==> src/rhps_pkg.sv <==
// package for the root hub port status block
package rhps_pkg;
    localparam logic [7:0] RHPS_PORT1_OFS = 8'h54;
    localparam logic [7:0] RHPS_PORT_STRIDE = 8'h04;
    localparam int RHPS_NUM_PORTS = 2;
    localparam int RHPS_BIT_CONNECT = 0;
    localparam int RHPS_BIT_ENABLE = 1;
    localparam int RHPS_BIT_SUSPEND = 2;
    localparam int RHPS_BIT_OVERCUR = 3;
    localparam int RHPS_BIT_RESET = 4;
    localparam int RHPS_BIT_POWER = 8;
    localparam int RHPS_BIT_SLOW = 9;
    localparam int RHPS_BIT_CONNECT_CHG = 16;
    localparam int RHPS_BIT_ENABLE_CHG = 17;
    localparam logic [31:0] RHPS_STATUS_RESET = 32'h0000_0000;
endpackage

==> src/rhps_port.sv <==
// one downstream port: status flags and power control
`timescale 1ns/1ps
`default_nettype none
module rhps_port
    import rhps_pkg::*;
(
    // clock and reset
    input wire logic mclk,
    input wire logic arst_n,
    // register write
    input wire logic wr_en,
    input wire logic [31:0] wr_data,
    // global power commands and switching configuration
    input wire logic set_global_power,
    input wire logic clr_global_power,
    input wire logic power_switch_select,
    input wire logic per_port_power_mask,
    input wire logic fixed_device_mask,
    input wire logic hub_reset_done,
    // port side
    input wire logic device_present,
    input wire logic device_slow,
    input wire logic overcurrent,
    input wire logic hw_disable,
    input wire logic reset_done,
    // status out
    output logic [31:0] status
);
    import rhps_pkg::*;

    typedef struct packed {
        logic connect;
        logic enable;
        logic suspend;
        logic reset;
        logic power;
        logic slow;
        logic connect_chg;
        logic enable_chg;
    } rhps_port_st_t;

    rhps_port_st_t st_reg;
    rhps_port_st_t st_next;

    logic per_port_ok;
    logic global_ok;
    logic wr_set_enable;
    logic wr_set_suspend;
    logic wr_set_reset;
    logic wr_clr_connect_chg;
    logic wr_clr_enable_chg;
    logic wr_set_power;
    logic wr_clr_power;
    logic connect_event;

    always_comb
    begin
        // per-port commands only in per-port mode with the mask set
        per_port_ok = power_switch_select && per_port_power_mask;
        global_ok = !per_port_ok;
        wr_set_enable = wr_en && wr_data[RHPS_BIT_ENABLE];
        wr_set_suspend = wr_en && wr_data[RHPS_BIT_SUSPEND];
        wr_set_reset = wr_en && wr_data[RHPS_BIT_RESET];
        wr_clr_connect_chg = wr_en && wr_data[RHPS_BIT_CONNECT_CHG];
        wr_clr_enable_chg = wr_en && wr_data[RHPS_BIT_ENABLE_CHG];
        wr_set_power = wr_en && wr_data[RHPS_BIT_POWER];
        wr_clr_power = wr_en && wr_data[RHPS_BIT_SLOW];
        st_next = st_reg;
        // power: clears win over sets, overcurrent wins over all
        if ((per_port_ok && wr_set_power) || (global_ok && set_global_power))
        begin
            st_next.power = 1'b1;
        end
        if ((per_port_ok && wr_clr_power) || (global_ok && clr_global_power))
        begin
            st_next.power = 1'b0;
        end
        if (overcurrent)
        begin
            st_next.power = 1'b0;
        end
        st_next.connect = device_present;
        st_next.slow = device_present ? device_slow : 1'b0;
        if (wr_set_enable && st_reg.connect)
        begin
            st_next.enable = 1'b1;
        end
        if (wr_set_suspend && st_reg.connect)
        begin
            st_next.suspend = 1'b1;
        end
        if (wr_set_reset && st_reg.connect)
        begin
            st_next.reset = 1'b1;
        end
        if (reset_done && st_reg.reset)
        begin
            st_next.reset = 1'b0;
        end
        // only hardware disable sets the enable change flag
        if (hw_disable && st_reg.enable)
        begin
            st_next.enable = 1'b0;
            st_next.enable_chg = 1'b1;
        end
        else if (wr_clr_enable_chg)
        begin
            st_next.enable_chg = 1'b0;
        end
        if (!st_next.power)
        begin
            st_next.connect = 1'b0;
            st_next.enable = 1'b0;
            st_next.suspend = 1'b0;
            st_next.reset = 1'b0;
            st_next.slow = 1'b0;
        end
        // fixed devices report only after a hub reset
        if (fixed_device_mask)
        begin
            connect_event = hub_reset_done;
        end
        else
        begin
            connect_event = st_next.connect != st_reg.connect;
        end
        if (!st_reg.connect && (wr_set_enable || wr_set_suspend || wr_set_reset))
        begin
            connect_event = 1'b1;
        end
        // set wins over the clear in the same cycle
        if (connect_event)
        begin
            st_next.connect_chg = 1'b1;
        end
        else if (wr_clr_connect_chg)
        begin
            st_next.connect_chg = 1'b0;
        end
    end

    always_ff @(posedge mclk or negedge arst_n)
    begin
        if (!arst_n)
        begin
            st_reg <= '0;
        end
        else
        begin
            st_reg <= st_next;
        end
    end

    always_comb
    begin
        status = RHPS_STATUS_RESET;
        status[RHPS_BIT_CONNECT] = st_reg.connect;
        status[RHPS_BIT_ENABLE] = st_reg.enable;
        status[RHPS_BIT_SUSPEND] = st_reg.suspend;
        status[RHPS_BIT_RESET] = st_reg.reset;
        status[RHPS_BIT_OVERCUR] = overcurrent;
        status[RHPS_BIT_POWER] = st_reg.power;
        status[RHPS_BIT_SLOW] = st_reg.slow;
        status[RHPS_BIT_CONNECT_CHG] = st_reg.connect_chg;
        status[RHPS_BIT_ENABLE_CHG] = st_reg.enable_chg;
    end
endmodule
`default_nettype wire

==> src/rhps_top.sv <==
// root hub port status registers for all downstream ports
`timescale 1ns/1ps
`default_nettype none
//////////////////////////////////////////////////////////////////////////////
// Contract
// - connect or disconnect sets the connect change flag, bit 16.
// - writing one clears connect change; zero is ignored.
// - set reset/enable/suspend on a disconnected port sets connect change.
// - with fixed device mask, connect or disconnect does not set connect change; hub reset does.
// - bit 9 reads one for a low speed device, zero full speed.
// - writing one to bit 9 clears port power.
// - bit 8 reads the port power state.
// - overcurrent clears port power.
// - port power set and cleared by port or global power commands.
// - global switching mode: only global commands act on power.
// - per-port mode: mask set obeys port commands, clear obeys global.
// - power off holds connect, enable, suspend, reset at reset state.
// - writing one to bit 8 sets port power.
// - enable change sets only on hardware clearing of enable.
module rhps_top
    import rhps_pkg::*;
#(
    parameter int NUM_PORTS = RHPS_NUM_PORTS
)
(
    // clock and reset
    input wire logic mclk,
    input wire logic arst_n,
    // register access
    input wire logic reg_wr,
    input wire logic reg_rd,
    input wire logic [7:0] reg_addr,
    input wire logic [31:0] reg_wdata,
    output logic [31:0] reg_rdata,
    // global power control and switching configuration
    input wire logic set_global_power,
    input wire logic clr_global_power,
    input wire logic power_switch_select,
    input wire logic [NUM_PORTS-1:0] per_port_power_mask,
    input wire logic [NUM_PORTS-1:0] fixed_device_mask,
    input wire logic hub_reset_done,
    // port side
    input wire logic [NUM_PORTS-1:0] device_present,
    input wire logic [NUM_PORTS-1:0] device_slow,
    input wire logic [NUM_PORTS-1:0] overcurrent,
    input wire logic [NUM_PORTS-1:0] hw_disable,
    input wire logic [NUM_PORTS-1:0] reset_done,
    output logic [NUM_PORTS-1:0] port_power,
    output logic [NUM_PORTS-1:0] port_enable
);
    import rhps_pkg::*;

    // the offset map runs out of the 8-bit address space beyond 43 ports; the check below caps NUM_PORTS at fifteen
    generate
        if (NUM_PORTS < 1 || NUM_PORTS > 15)
        begin : g_bad_ports
            $error("rhps_top: NUM_PORTS out of range");
        end
    endgenerate

    typedef struct packed {
        logic [31:0] rdata;
    } rhps_top_st_t;

    rhps_top_st_t st_reg;
    rhps_top_st_t st_next;
    logic [31:0] port_status [NUM_PORTS];

    //////////////////////////////////////////////////////////////////////////
    genvar gi;
    generate
        for (gi = 0; gi < NUM_PORTS; gi++)
        begin : g_port
            localparam logic [7:0] PORT_OFS = 8'(RHPS_PORT1_OFS + gi * RHPS_PORT_STRIDE);
            logic hit;
            assign hit = reg_wr && (reg_addr == PORT_OFS);
            rhps_port u_port (
                .mclk(mclk),
                .arst_n(arst_n),
                .wr_en(hit),
                .wr_data(reg_wdata),
                .set_global_power(set_global_power),
                .clr_global_power(clr_global_power),
                .power_switch_select(power_switch_select),
                .per_port_power_mask(per_port_power_mask[gi]),
                .fixed_device_mask(fixed_device_mask[gi]),
                .hub_reset_done(hub_reset_done),
                .device_present(device_present[gi]),
                .device_slow(device_slow[gi]),
                .overcurrent(overcurrent[gi]),
                .hw_disable(hw_disable[gi]),
                .reset_done(reset_done[gi]),
                .status(port_status[gi])
            );
            assign port_power[gi] = port_status[gi][RHPS_BIT_POWER];
            assign port_enable[gi] = port_status[gi][RHPS_BIT_ENABLE];
        end
    endgenerate

    //////////////////////////////////////////////////////////////////////////
    // read data registered; unmapped offsets read zero
    always_comb
    begin
        st_next = st_reg;
        if (reg_rd)
        begin
            st_next.rdata = RHPS_STATUS_RESET;
            for (int i = 0; i < NUM_PORTS; i++)
            begin
                if (reg_addr == 8'(RHPS_PORT1_OFS + i * RHPS_PORT_STRIDE))
                begin
                    st_next.rdata = port_status[i];
                end
            end
        end
    end

    always_ff @(posedge mclk or negedge arst_n)
    begin
        if (!arst_n)
        begin
            st_reg <= '0;
        end
        else
        begin
            st_reg <= st_next;
        end
    end

    assign reg_rdata = st_reg.rdata;
endmodule
`default_nettype wire

==> config.mk <==
export PLATFORM = sky130hd
export DESIGN_NAME = rhps_top
export DESIGN_NICKNAME = d
export VERILOG_FILES = /design/src/rhps_pkg.sv /design/src/rhps_port.sv /design/src/rhps_top.sv
export SDC_FILE = /design/constraint.sdc
export NUM_CORES = 1
export LEC_CHECK = 0
export ABC_AREA = 1
export BUFFER_PORTS_ARGS = -buffer_cell sky130_fd_sc_hd__buf_2
export CORE_MARGIN = 5
export CORE_UTILIZATION = 39
export DETAILED_ROUTE_END_ITERATION = 6
export HOLD_SLACK_MARGIN = 0.12
export PLACE_DENSITY_LB_ADDON = 0.08
export SETUP_SLACK_MARGIN = 0.15
export SYNTH_ARGS = -nofsm -noshare
export SYNTH_HDL_FRONTEND = slang
export SYNTH_SLANG_ARGS = --single-unit
==> constraint.sdc <==
create_clock -name mclk -period 1.05 [get_ports mclk]
set_clock_uncertainty 0.15 [all_clocks]
set_input_delay 0.21 -clock mclk [delete_from_list [all_inputs] [get_ports mclk]]
set_output_delay 0.21 -clock mclk [all_outputs]
set_load 0.01 [all_outputs]
==> impl_metrics.env, run 1 <==
export IMPL_filler_cell_count=366
export IMPL_initial_antenna_violation_count=0
export IMPL_netlist_area_um2=1580
export IMPL_grt_usage_pct=15.7
export IMPL_initial_core_util_pct=39.7
export IMPL_critical_path_startpoint_type="flip-flop"
export IMPL_layout_setup_ws_ns=-0.222
export IMPL_final_core_utilization_pct=60.5
export IMPL_finished_layout_cells=334
export IMPL_drt_first_iter_violations=73
export IMPL_pwr_share_clk_pct=27.1
export IMPL_firstDrtPassIters=4
export IMPL_max_clock_freq_mhz=786
export IMPL_cellLeakagePower_nw=1.22
export IMPL_clk_transition_reported_paths_ns=0.09
export IMPL_synth_enable_flop_cells=0
export IMPL_buffers_on_ports=49
export IMPL_grt_max_degree=26
export IMPL_critical_path_slowest_cell="dfrtp_1"
export IMPL_power_switching_fraction_pct=28.5
export IMPL_netlist_instances=199
export IMPL_maxCapViolations=0
export IMPL_timing_critical_path_fanout_max=2
export IMPL_synthArstFlopShare_pct=100
export IMPL_final_min_period_over_clock_period_pct=121
export IMPL_violations="setup timing"
export IMPL_hold_violations=0
export IMPL_ys_flop_type="dfrtp_1"
export IMPL_drive_above_1_share_pct=52.5
export IMPL_die_h_um=73.6
export IMPL_cp_required_ns=0.69
export IMPL_overflow=0
export IMPL_clock_tree_root_cell="clkbuf_8"
export IMPL_routed_via_density=4.69
export IMPL_post_route_min_period_ns=1.27
export IMPL_count_of_pins_over_their_slew_limit=0
export IMPL_number_of_cts_inserted_buffers=3
export IMPL_post_dp_hpwl_um=3270
export IMPL_area_of_all_sequential_standard_cells_um2=626
export IMPL_wl_per_cell_um=12.5
export IMPL_setup_violations_final=38
export IMPL_max_stage_delay_ns=0.41
export IMPL_tritoncts_num_sinks=25
export IMPL_worstPathCellList="buf_6 > buf_6"
export IMPL_syn_avg_cell_area_um2=7.92
export IMPL_fp_dieW_um=73.6
export IMPL_clk_insertion_delay_late_ns=0.27
export IMPL_placed_cells_incl_taps=308
export IMPL_htree_levels=1
export IMPL_max_vdd_ir_drop_mv=0.791
export IMPL_worstSetupPathType="reg2out"
export IMPL_ys_warn_count=0
export IMPL_ys_ff_latch=25
export IMPL_crit_end_category="output port"
export IMPL_placementRows=23
export IMPL_io_pins=98
export IMPL_ctsHoldBuffers=1
export IMPL_run_status="finished, violations left"
export IMPL_seq_power_share_pct=48.1
export IMPL_drc=0
export IMPL_place_congestion=0.820
export IMPL_yosys_cell_types_count=24
export IMPL_power_report_internal_total_w=0.00151
export IMPL_dr_total_vias=1567
export IMPL_comb_power_share_pct=24.8
export IMPL_tritoncts="done"
export IMPL_multiInputGateArea_um2=860
export IMPL_postRouteAntennaNets=0
export IMPL_clock_tree_buf_depth=2
export IMPL_die_area_um2=5410
export IMPL_power_density_nw_per_um2=879
export IMPL_grt_setup_unrepaired="true"
export IMPL_seq_area_frac_synth_pct=39.7
export IMPL_global_route_wire_length_before_repair_um=6700
export IMPL_timing_critical_path_arrival_ns=0.91
export IMPL_final_net_count=347
export IMPL_core_area_um2=3970
export IMPL_synthToLayoutAreaGrowth_pct=52.3
export IMPL_crit_path_frequent_cell="buf_6"
export IMPL_grt_pass1_vias=1475
export IMPL_finalHoldWorstSlack_ns=0.0234
export IMPL_antenna_diode_count=0
export IMPL_hold_path_class="in2reg"
export IMPL_power_switching_w=0.000601
export IMPL_wl_um=4170
## area by class of cell
class                      instances  share of cell area, %
timing repair buffer              88                   28.3
tap                               50                   2.61
multi-input combinational        138                   35.8
sequential                        25                   26.1
clock buffer                       4                   1.88
inverter                          29                   5.37
## worst max-delay path, delay by kind of cell (launching register included)
| kind | cells | cell delay [ns] |
|---|---|---|
| flops | 1 | 0.41 |
| buf+inv | 2 | 0.24 |
## per-layer routing
layer	GRT usage, %	vias up	share of wire, %
met3	3.83	6	7.7
met5	0	-	0
met2	27.4	58	51
met4	1.81	0	1.1
met1	20.3	737	40
li1	-	766	-
## Yosys cell counts, drive strengths merged (3+ instances only)
cell type,n,area share (%)
nor2,23,7.5
o21ai,7,2.2
buf,27,13
inv,29,6.9
a31oi,7,2.8
nand2,38,11
nand3,13,5.7
a21oi,11,4.0
nor3,3,0.95
o21a,5,2.4
nand4,4,1.6
dfrtp,25,40
## flip-flops by register name, summed over array words and instances, names as in the netlist
| register | count |
|---|---|
| g_port.u_port.status | 16 |
| reg_rdata | 9 |
## kinds of logic after synthesis
logic type	count (synthesis)	share of synthesized area (%)
flip-flops	25	39.7
AND/OR/NAND/NOR	82	26.9
other	1	0.238
AO/OA/AOI/OAI	33	12.9
buffers and inverters	58	20.2
## repair_timing
item,in CTS,in global routing
gates resized for setup,56,13
setup endpoints to repair,38,38
buffers inserted,16,5
hold endpoints to repair,36,11
pin swaps,18,19
gates cloned,0,0
## layout by cell type, fill, tap and decap left out, types with 6 or more instances in the layout
cell,count
a21oi_2,6
a31oi_1,7
buf_2,41
buf_4,21
buf_6,21
conb_1,23
dfrtp_1,25
inv_1,17
inv_2,9
nand2_1,25
nand2_2,8
nand3_2,9
nor2_1,12
nor2_4,6
## power groups by stage
| stage | clock network [W] | logic [W] | registers, W |
|---|---|---|---|
| after floorplan | 0 | 0.000259 | 0.00105 |
| after global placement | 0 | 0.000402 | 0.00103 |
| after detailed placement | 0 | 0.000401 | 0.00103 |
| after CTS | 0.000585 | 0.000502 | 0.00102 |
| after global routing | 0.000627 | 0.000576 | 0.00102 |
| final | 0.000571 | 0.000523 | 0.00102 |
## worst paths after layout
path,from,to,slack [ns],depth (start not counted)
max in group asynchronous,arst_n,reg_rdata[4],0.34,3
min in group asynchronous,arst_n,reg_rdata[1],0.25,3
worst max register to register,g_port[0].u_port.status[8],g_port[0].u_port.status[0],-0.13,6
worst max-delay path,g_port[0].u_port.status[8],port_power[0],-0.22,2
worst min-delay path,hw_disable[1],g_port[1].u_port.status[17],0.02,3
worst min register to register,g_port[0].u_port.status[17],g_port[0].u_port.status[17],0.35,2
## stage by stage
| stage | TNS (ns) | instance area (µm²) | total power [W] | setup WS [ns] |
|---|---|---|---|---|
| 3_5_place_dp | -8.83 | 1940 | 0.00144 | -0.475 |
| 3_3_place_gp | -8.48 | 1940 | 0.00143 | -0.457 |
| 6_report | -3.37 | 2400 | 0.00211 | -0.222 |
| 5_1_grt | -5.34 | 2400 | 0.00222 | -0.255 |
| 4_1_cts | -2.90 | 2310 | 0.00210 | -0.228 |
| 2_1_floorplan | -2.64 | 1700 | 0.00131 | -0.229 |
Power figures use the tool's default switching activity.
==> inputs of run 2 (changes only) <==
--- a/config.mk
+++ b/config.mk
@@ -11,7 +11,7 @@
 export CORE_UTILIZATION = 39
 export DETAILED_ROUTE_END_ITERATION = 6
 export HOLD_SLACK_MARGIN = 0.12
-export PLACE_DENSITY_LB_ADDON = 0.08
+export PLACE_DENSITY_LB_ADDON = 0.05
 export SETUP_SLACK_MARGIN = 0.15
 export SYNTH_ARGS = -nofsm -noshare
 export SYNTH_HDL_FRONTEND = slang
==> run 2 against run 1 <==
  * The flow still finishes with violations (setup timing)
  * Clock power grew 0.7%
  * Critical endpoint unchanged
  * Register-to-register slack is essentially flat
  * Sequential power is essentially flat
  * Via count shrank 2.8%
  * Sequential share of layout area shrank 0.49 points
  * Critical path type unchanged
  * Sequential cell count is the same
  * Non-clock buffer count grew 1
  * Total power grew 0.50%
  * Design area grew 1.9%
==> impl_metrics.env, run 2 (same netlist as run 1, synthesis figures left out) <==
export IMPL_run_status="finished, violations left"
export IMPL_violations="setup timing"
export IMPL_comb_power_share_pct=24.9
export IMPL_wl_per_cell_um=12.8
export IMPL_hold_violations=0
export IMPL_drt_first_iter_violations=24
export IMPL_reg2reg_depth=6
export IMPL_overflow=0
export IMPL_finished_layout_cells=335
export IMPL_area_of_all_sequential_standard_cells_um2=626
export IMPL_dr_total_vias=1523
export IMPL_ff_to_ff_start="g_port[1].u_port.status[8]"
export IMPL_grt_setup_unrepaired="true"
export IMPL_die_h_um=73.6
export IMPL_timing_critical_path_fanout_max=2
export IMPL_critical_path_startpoint_type="flip-flop"
export IMPL_reg2reg_to="g_port[1].u_port.status[16]"
export IMPL_fp_dieW_um=73.6
export IMPL_maxCapViolations=0
export IMPL_hold_path_class="in2reg"
export IMPL_antenna_diode_count=0
export IMPL_initial_core_util_pct=39.7
export IMPL_postRouteAntennaNets=0
export IMPL_worst_r2r_setup_slack_ns=-0.14
export IMPL_place_congestion=0.803
export IMPL_clk_insertion_delay_late_ns=0.26
export IMPL_commonest_cells_after_routing_fill_and_taps_aside="buf_2, nand2_1, dfrtp_1"
export IMPL_clock_tree_buf_depth=2
export IMPL_max_vdd_ir_drop_mv=0.726
export IMPL_cellLeakagePower_nw=1.22
export IMPL_seq_power_share_pct=48.0
export IMPL_post_route_min_period_ns=1.29
export IMPL_tritoncts="done"
export IMPL_pwr_share_clk_pct=27.1
export IMPL_power_switching_fraction_pct=28.7
export IMPL_filler_cell_count=364
export IMPL_worstSetupEndpoint="port_power[0]"
export IMPL_drive_above_1_share_pct=51.2
export IMPL_timing_critical_path_arrival_ns=0.93
export IMPL_crit_end_category="output port"
export IMPL_worstSetupPathType="reg2out"
export IMPL_power_switching_w=0.000609
export IMPL_number_of_cts_inserted_buffers=3
export IMPL_power_density_nw_per_um2=867
export IMPL_initial_antenna_violation_count=0
export IMPL_firstDrtPassIters=4
export IMPL_power_w=0.00212
export IMPL_die_area_um2=5410
export IMPL_drc=0
export IMPL_setup_violations_final=36
export IMPL_clock_tree_root_cell="clkbuf_8"
export IMPL_final_net_count=348
export IMPL_synthToLayoutAreaGrowth_pct=55.2
export IMPL_power_report_internal_total_w=0.00151
export IMPL_htree_levels=1
export IMPL_layout_setup_ws_ns=-0.245
export IMPL_grt_max_degree=26
export IMPL_buffers_on_ports=49
export IMPL_routed_via_density=4.55
export IMPL_finalHoldWorstSlack_ns=0.0224
export IMPL_final_min_period_over_clock_period_pct=123
export IMPL_tritoncts_num_sinks=25
export IMPL_place_worst_setup_slack_ns=-0.484
export IMPL_largest_register_ff_count=16
export IMPL_worstSetupStartpoint="g_port[0].u_port.status[8]"
export IMPL_final_core_utilization_pct=61.6
export IMPL_grt_usage_pct=16.4
export IMPL_io_pins=98
export IMPL_clk_transition_reported_paths_ns=0.09
export IMPL_count_of_pins_over_their_slew_limit=0
export IMPL_ctsHoldBuffers=1
export IMPL_max_clock_freq_mhz=772
export IMPL_placed_cells_incl_taps=311
export IMPL_multiInputGateArea_um2=882
export IMPL_global_route_wire_length_before_repair_um=6880
export IMPL_wl_um=4280
export IMPL_post_dp_hpwl_um=3330
export IMPL_grt_pass1_vias=1470
export IMPL_placementRows=23
export IMPL_layout_commonest_cell="buf_2"
export IMPL_cp_required_ns=0.69
export IMPL_core_area_um2=3970
==> run 2: cell types whose count changed in the layout (fill, tap and decap cells not counted), moves of 2 or more <==
cell / previous run / this run
inv_1: 17 / 19
inv_6: 0 / 2
nand3_2: 9 / 7
inv_2: 9 / 5
nand3_1: 2 / 4
==> run 2: area by class of cell <==
class                           instances  area share, %
Inverter                               29           5.57
Clock buffer                            4           1.84
Multi-Input combinational cell        138           36.0
Sequential cell                        25           25.6
Timing Repair Buffer                   89           28.4
Tap cell                               50           2.56
==> run 2: critical path, stage by stage, from the launching register on <==
cell	delay, ns
dfrtp_1	0.43
buf_6	0.14
buf_6	0.11
==> run 2: worst min path at each step <==
| stage | startpoint | end | slack [ns] | depth (start not counted) |
|---|---|---|---|---|
| finish | device_slow[0] | g_port[0].u_port.status[9] | 0.02 | 3 |
| CTS | fixed_device_mask[1] | g_port[1].u_port.status[16] | 0.02 | 4 |
| floorplan | arst_n | g_port[0].u_port.status[0] | -0.24 | 0 |
| global placement | arst_n | g_port[0].u_port.status[17] | 0.01 | 2 |
| detailed placement | arst_n | g_port[0].u_port.status[17] | 0.01 | 2 |
| global route | device_slow[0] | g_port[0].u_port.status[9] | 0.03 | 3 |
==> run 2: power by group through the flow <==
stage                     registers [W]  clock network [W]  logic [W]
after detailed placement        0.00103                  0   0.000410
after global placement          0.00103                  0   0.000412
after floorplan                 0.00105                  0   0.000259
after CTS                       0.00102           0.000594   0.000489
after global routing            0.00102           0.000641   0.000582
final                           0.00102           0.000575   0.000529
==> run 2: routing by layer <==
layer	track usage, %	up-vias	part of all wire [%]
met4	1.21	0	0.30
met3	4.24	2	6.8
met2	27.8	46	51
li1	-	766	-
met5	0	-	0
met1	22.1	709	42
==> run 2: what timing repair did <==
item	4_1_cts	5_1_grt
endpoints found under the hold margin	38	12
setup buffers	11	8
resized for setup	55	16
setup endpoints to repair	38	38
pin swaps	15	14
==> run 2: stage by stage <==
step / instance area [µm²] / setup TNS (ns)
floorplan: 1700 / -2.64
global placement: 1970 / -8.97
detailed placement: 1970 / -9.17
CTS: 2310 / -2.82
global route: 2450 / -5.09
finish: 2450 / -3.46
==> inputs of run 3 (changes only) <==
--- a/config.mk
+++ b/config.mk
@@ -7,8 +7,10 @@
 export LEC_CHECK = 0
 export ABC_AREA = 1
 export BUFFER_PORTS_ARGS = -buffer_cell sky130_fd_sc_hd__buf_2
-export CORE_MARGIN = 5
-export CORE_UTILIZATION = 39
+export CELL_PAD_IN_SITES_DETAIL_PLACEMENT = 0
+export CELL_PAD_IN_SITES_GLOBAL_PLACEMENT = 2
+export CORE_UTILIZATION = 20
+export CTS_BUF_LIST = sky130_fd_sc_hd__clkbuf_8
 export DETAILED_ROUTE_END_ITERATION = 6
 export HOLD_SLACK_MARGIN = 0.12
 export PLACE_DENSITY_LB_ADDON = 0.05
==> run 3 against run 2 <==
  * The flow finishes with violations (hold timing, setup timing)
  * Combinational power rose by 5.9%
  * Wire length grew 12%
  * Worst hold slack worse by 0.38 ns
  * Critical path type unchanged
  * Count of clock-buffer cells in the layout fell by 1
  * Sequential cell count stayed put
  * Non-clock buffer count up 4
==> impl_metrics.env, run 3 (same netlist as run 1, synthesis figures left out) <==
export IMPL_hold_violations=25
export IMPL_fp_dieW_um=90.8
export IMPL_overflow=0
export IMPL_largest_register_ff_count=16
export IMPL_postRouteAntennaNets=0
export IMPL_timing_critical_path_fanout_max=2
export IMPL_cp_required_ns=0.69
export IMPL_initial_antenna_violation_count=0
export IMPL_maxCapViolations=0
export IMPL_grt_max_degree=17
export IMPL_layout_setup_ws_ns=-0.265
export IMPL_power_w=0.00216
export IMPL_max_vdd_ir_drop_mv=0.509
export IMPL_multiInputGateArea_um2=906
export IMPL_layout_commonest_cell="buf_2"
export IMPL_post_dp_hpwl_um=3900
export IMPL_placed_cells_incl_taps=371
export IMPL_power_switching_w=0.000647
export IMPL_synthToLayoutAreaGrowth_pct=63.4
export IMPL_number_of_cts_inserted_buffers=3
export IMPL_power_density_nw_per_um2=840
export IMPL_clk_insertion_delay_late_ns=0.27
export IMPL_seq_power_share_pct=47.0
export IMPL_filler_cell_count=861
export IMPL_cellLeakagePower_nw=1.26
export IMPL_maxUsedRoutingLayer="met4"
export IMPL_place_congestion=0.747
export IMPL_grt_usage_pct=12.1
export IMPL_wl_met3_um=127
export IMPL_met2RoutedLength_um=2390
export IMPL_placementRows=32
export IMPL_global_route_wire_length_before_repair_um=7730
export IMPL_grt_pass1_vias=1467
export IMPL_antenna_diode_count=0
export IMPL_violations="hold timing, setup timing"
export IMPL_tritoncts="done"
export IMPL_initial_core_util_pct=20.5
export IMPL_die_area_um2=8240
export IMPL_wl_um=4810
export IMPL_setup_violations_final=32
export IMPL_buffers_on_ports=49
export IMPL_post_route_min_period_ns=1.31
export IMPL_htree_levels=1
export IMPL_power_report_internal_total_w=0.00152
export IMPL_finished_layout_cells=391
export IMPL_count_of_pins_over_their_slew_limit=0
export IMPL_drive_above_1_share_pct=56.4
export IMPL_comb_power_share_pct=25.9
export IMPL_final_net_count=352
export IMPL_dr_total_vias=1494
export IMPL_power_switching_fraction_pct=29.9
export IMPL_critical_path_startpoint_type="flip-flop"
export IMPL_io_pins=98
export IMPL_final_design_area_no_fill_um2=2580
export IMPL_clock_tree_root_cell="clkbuf_8"
export IMPL_m1WireLength_um=2270
export IMPL_commonest_cells_after_routing_fill_and_taps_aside="buf_2, buf_4, dfrtp_1"
export IMPL_timing_critical_path_arrival_ns=0.95
export IMPL_tritoncts_num_sinks=25
export IMPL_worstSetupPathType="reg2out"
export IMPL_drt_first_iter_violations=33
export IMPL_fin_setup_tns_ns=-4.39
export IMPL_area_of_all_sequential_standard_cells_um2=626
export IMPL_grt_setup_unrepaired="true"
export IMPL_placed_cell_area_um2=2080
export IMPL_max_clock_freq_mhz=761
export IMPL_finalHoldWorstSlack_ns=-0.358
export IMPL_clk_transition_reported_paths_ns=0.09
export IMPL_crit_end_category="output port"
export IMPL_routed_via_density=3.82
export IMPL_die_h_um=90.8
export IMPL_clock_tree_buf_depth=2
export IMPL_run_status="finished, violations left"
export IMPL_wl_per_cell_um=12.3
export IMPL_hold_path_class="in2async"
export IMPL_final_min_period_over_clock_period_pct=125
export IMPL_core_area_um2=7690
export IMPL_firstDrtPassIters=4
export IMPL_drc=0
export IMPL_pwr_share_clk_pct=27.1
run 3: cell count changes in the layout (fill, tap and decap cells not counted), sizes merged:
cell and delta:
buf +5, dlygate4sd3 -1, clkbuf -1, clkinv +1
run 3: routing by layer:
| layer | global-route usage, % | up-vias |
|---|---|---|
| li1 | - | 769 |
| met1 | 16.1 | 696 |
| met2 | 21.0 | 27 |
| met3 | 2.19 | 2 |
| met4 | 1.59 | 0 |
| met5 | 0 | - |
run 3: worst paths after layout:
| check | from | to | slack (ns) | cells past startpoint |
|---|---|---|---|---|
| setup / recovery | g_port[1].u_port.status[8] | port_power[1] | -0.26 | 2 |
| hold / removal | arst_n | g_port[1].u_port.status[17] | -0.36 | 1 |
| setup reg to reg | g_port[1].u_port.status[8] | g_port[1].u_port.status[16] | -0.23 | 7 |
| hold reg to reg | g_port[0].u_port.status[17] | g_port[0].u_port.status[17] | 0.36 | 2 |
| max in group asynchronous | arst_n | g_port[1].u_port.status[9] | 0.73 | 2 |
| min in group mclk | fixed_device_mask[1] | g_port[1].u_port.status[16] | 0.02 | 4 |
run 3: critical path, stage by stage, from the launching register on:
cell and delay [ns]:
dfrtp_1 0.43, buf_6 0.14, buf_6 0.11
run 3: through the flow:
step	utilization (%)	worst slack (ns)	hold slack [ns]
after detailed placement	27.1	-0.519	-0.0444
after floorplan	-	-0.229	-0.236
after global routing	33.5	-0.302	-0.348
after CTS	32.1	-0.270	-0.351
final	33.5	-0.265	-0.358
after global placement	27.1	-0.537	-0.0488
run 3: power groups by stage:
stage                     Clock, W  Sequential [W]  Combinational [W]
after floorplan                  0         0.00105           0.000259
after global placement           0         0.00104           0.000436
after detailed placement         0         0.00104           0.000432
after CTS                 0.000615         0.00102           0.000528
after global routing      0.000658         0.00102           0.000618
final                     0.000586         0.00102           0.000560
run 3: timing repair:
| item | in CTS | in global routing |
|---|---|---|
| setup endpoints to repair | 38 | 38 |
| hold endpoints to repair | 37 | 37 |
| gates resized for setup | 65 | 22 |
| setup buffers | 12 | 4 |
| pin swaps | 18 | 7 |
run 3: area by class of cell:
type	count	share of cell area (%)
clock buffers	3	1.60
clock inverters	1	0.146
inverters	29	5.39
multi-input cells	138	35.2
flip-flops and latches	25	24.3
well taps	102	4.95
repair buffers	93	28.5
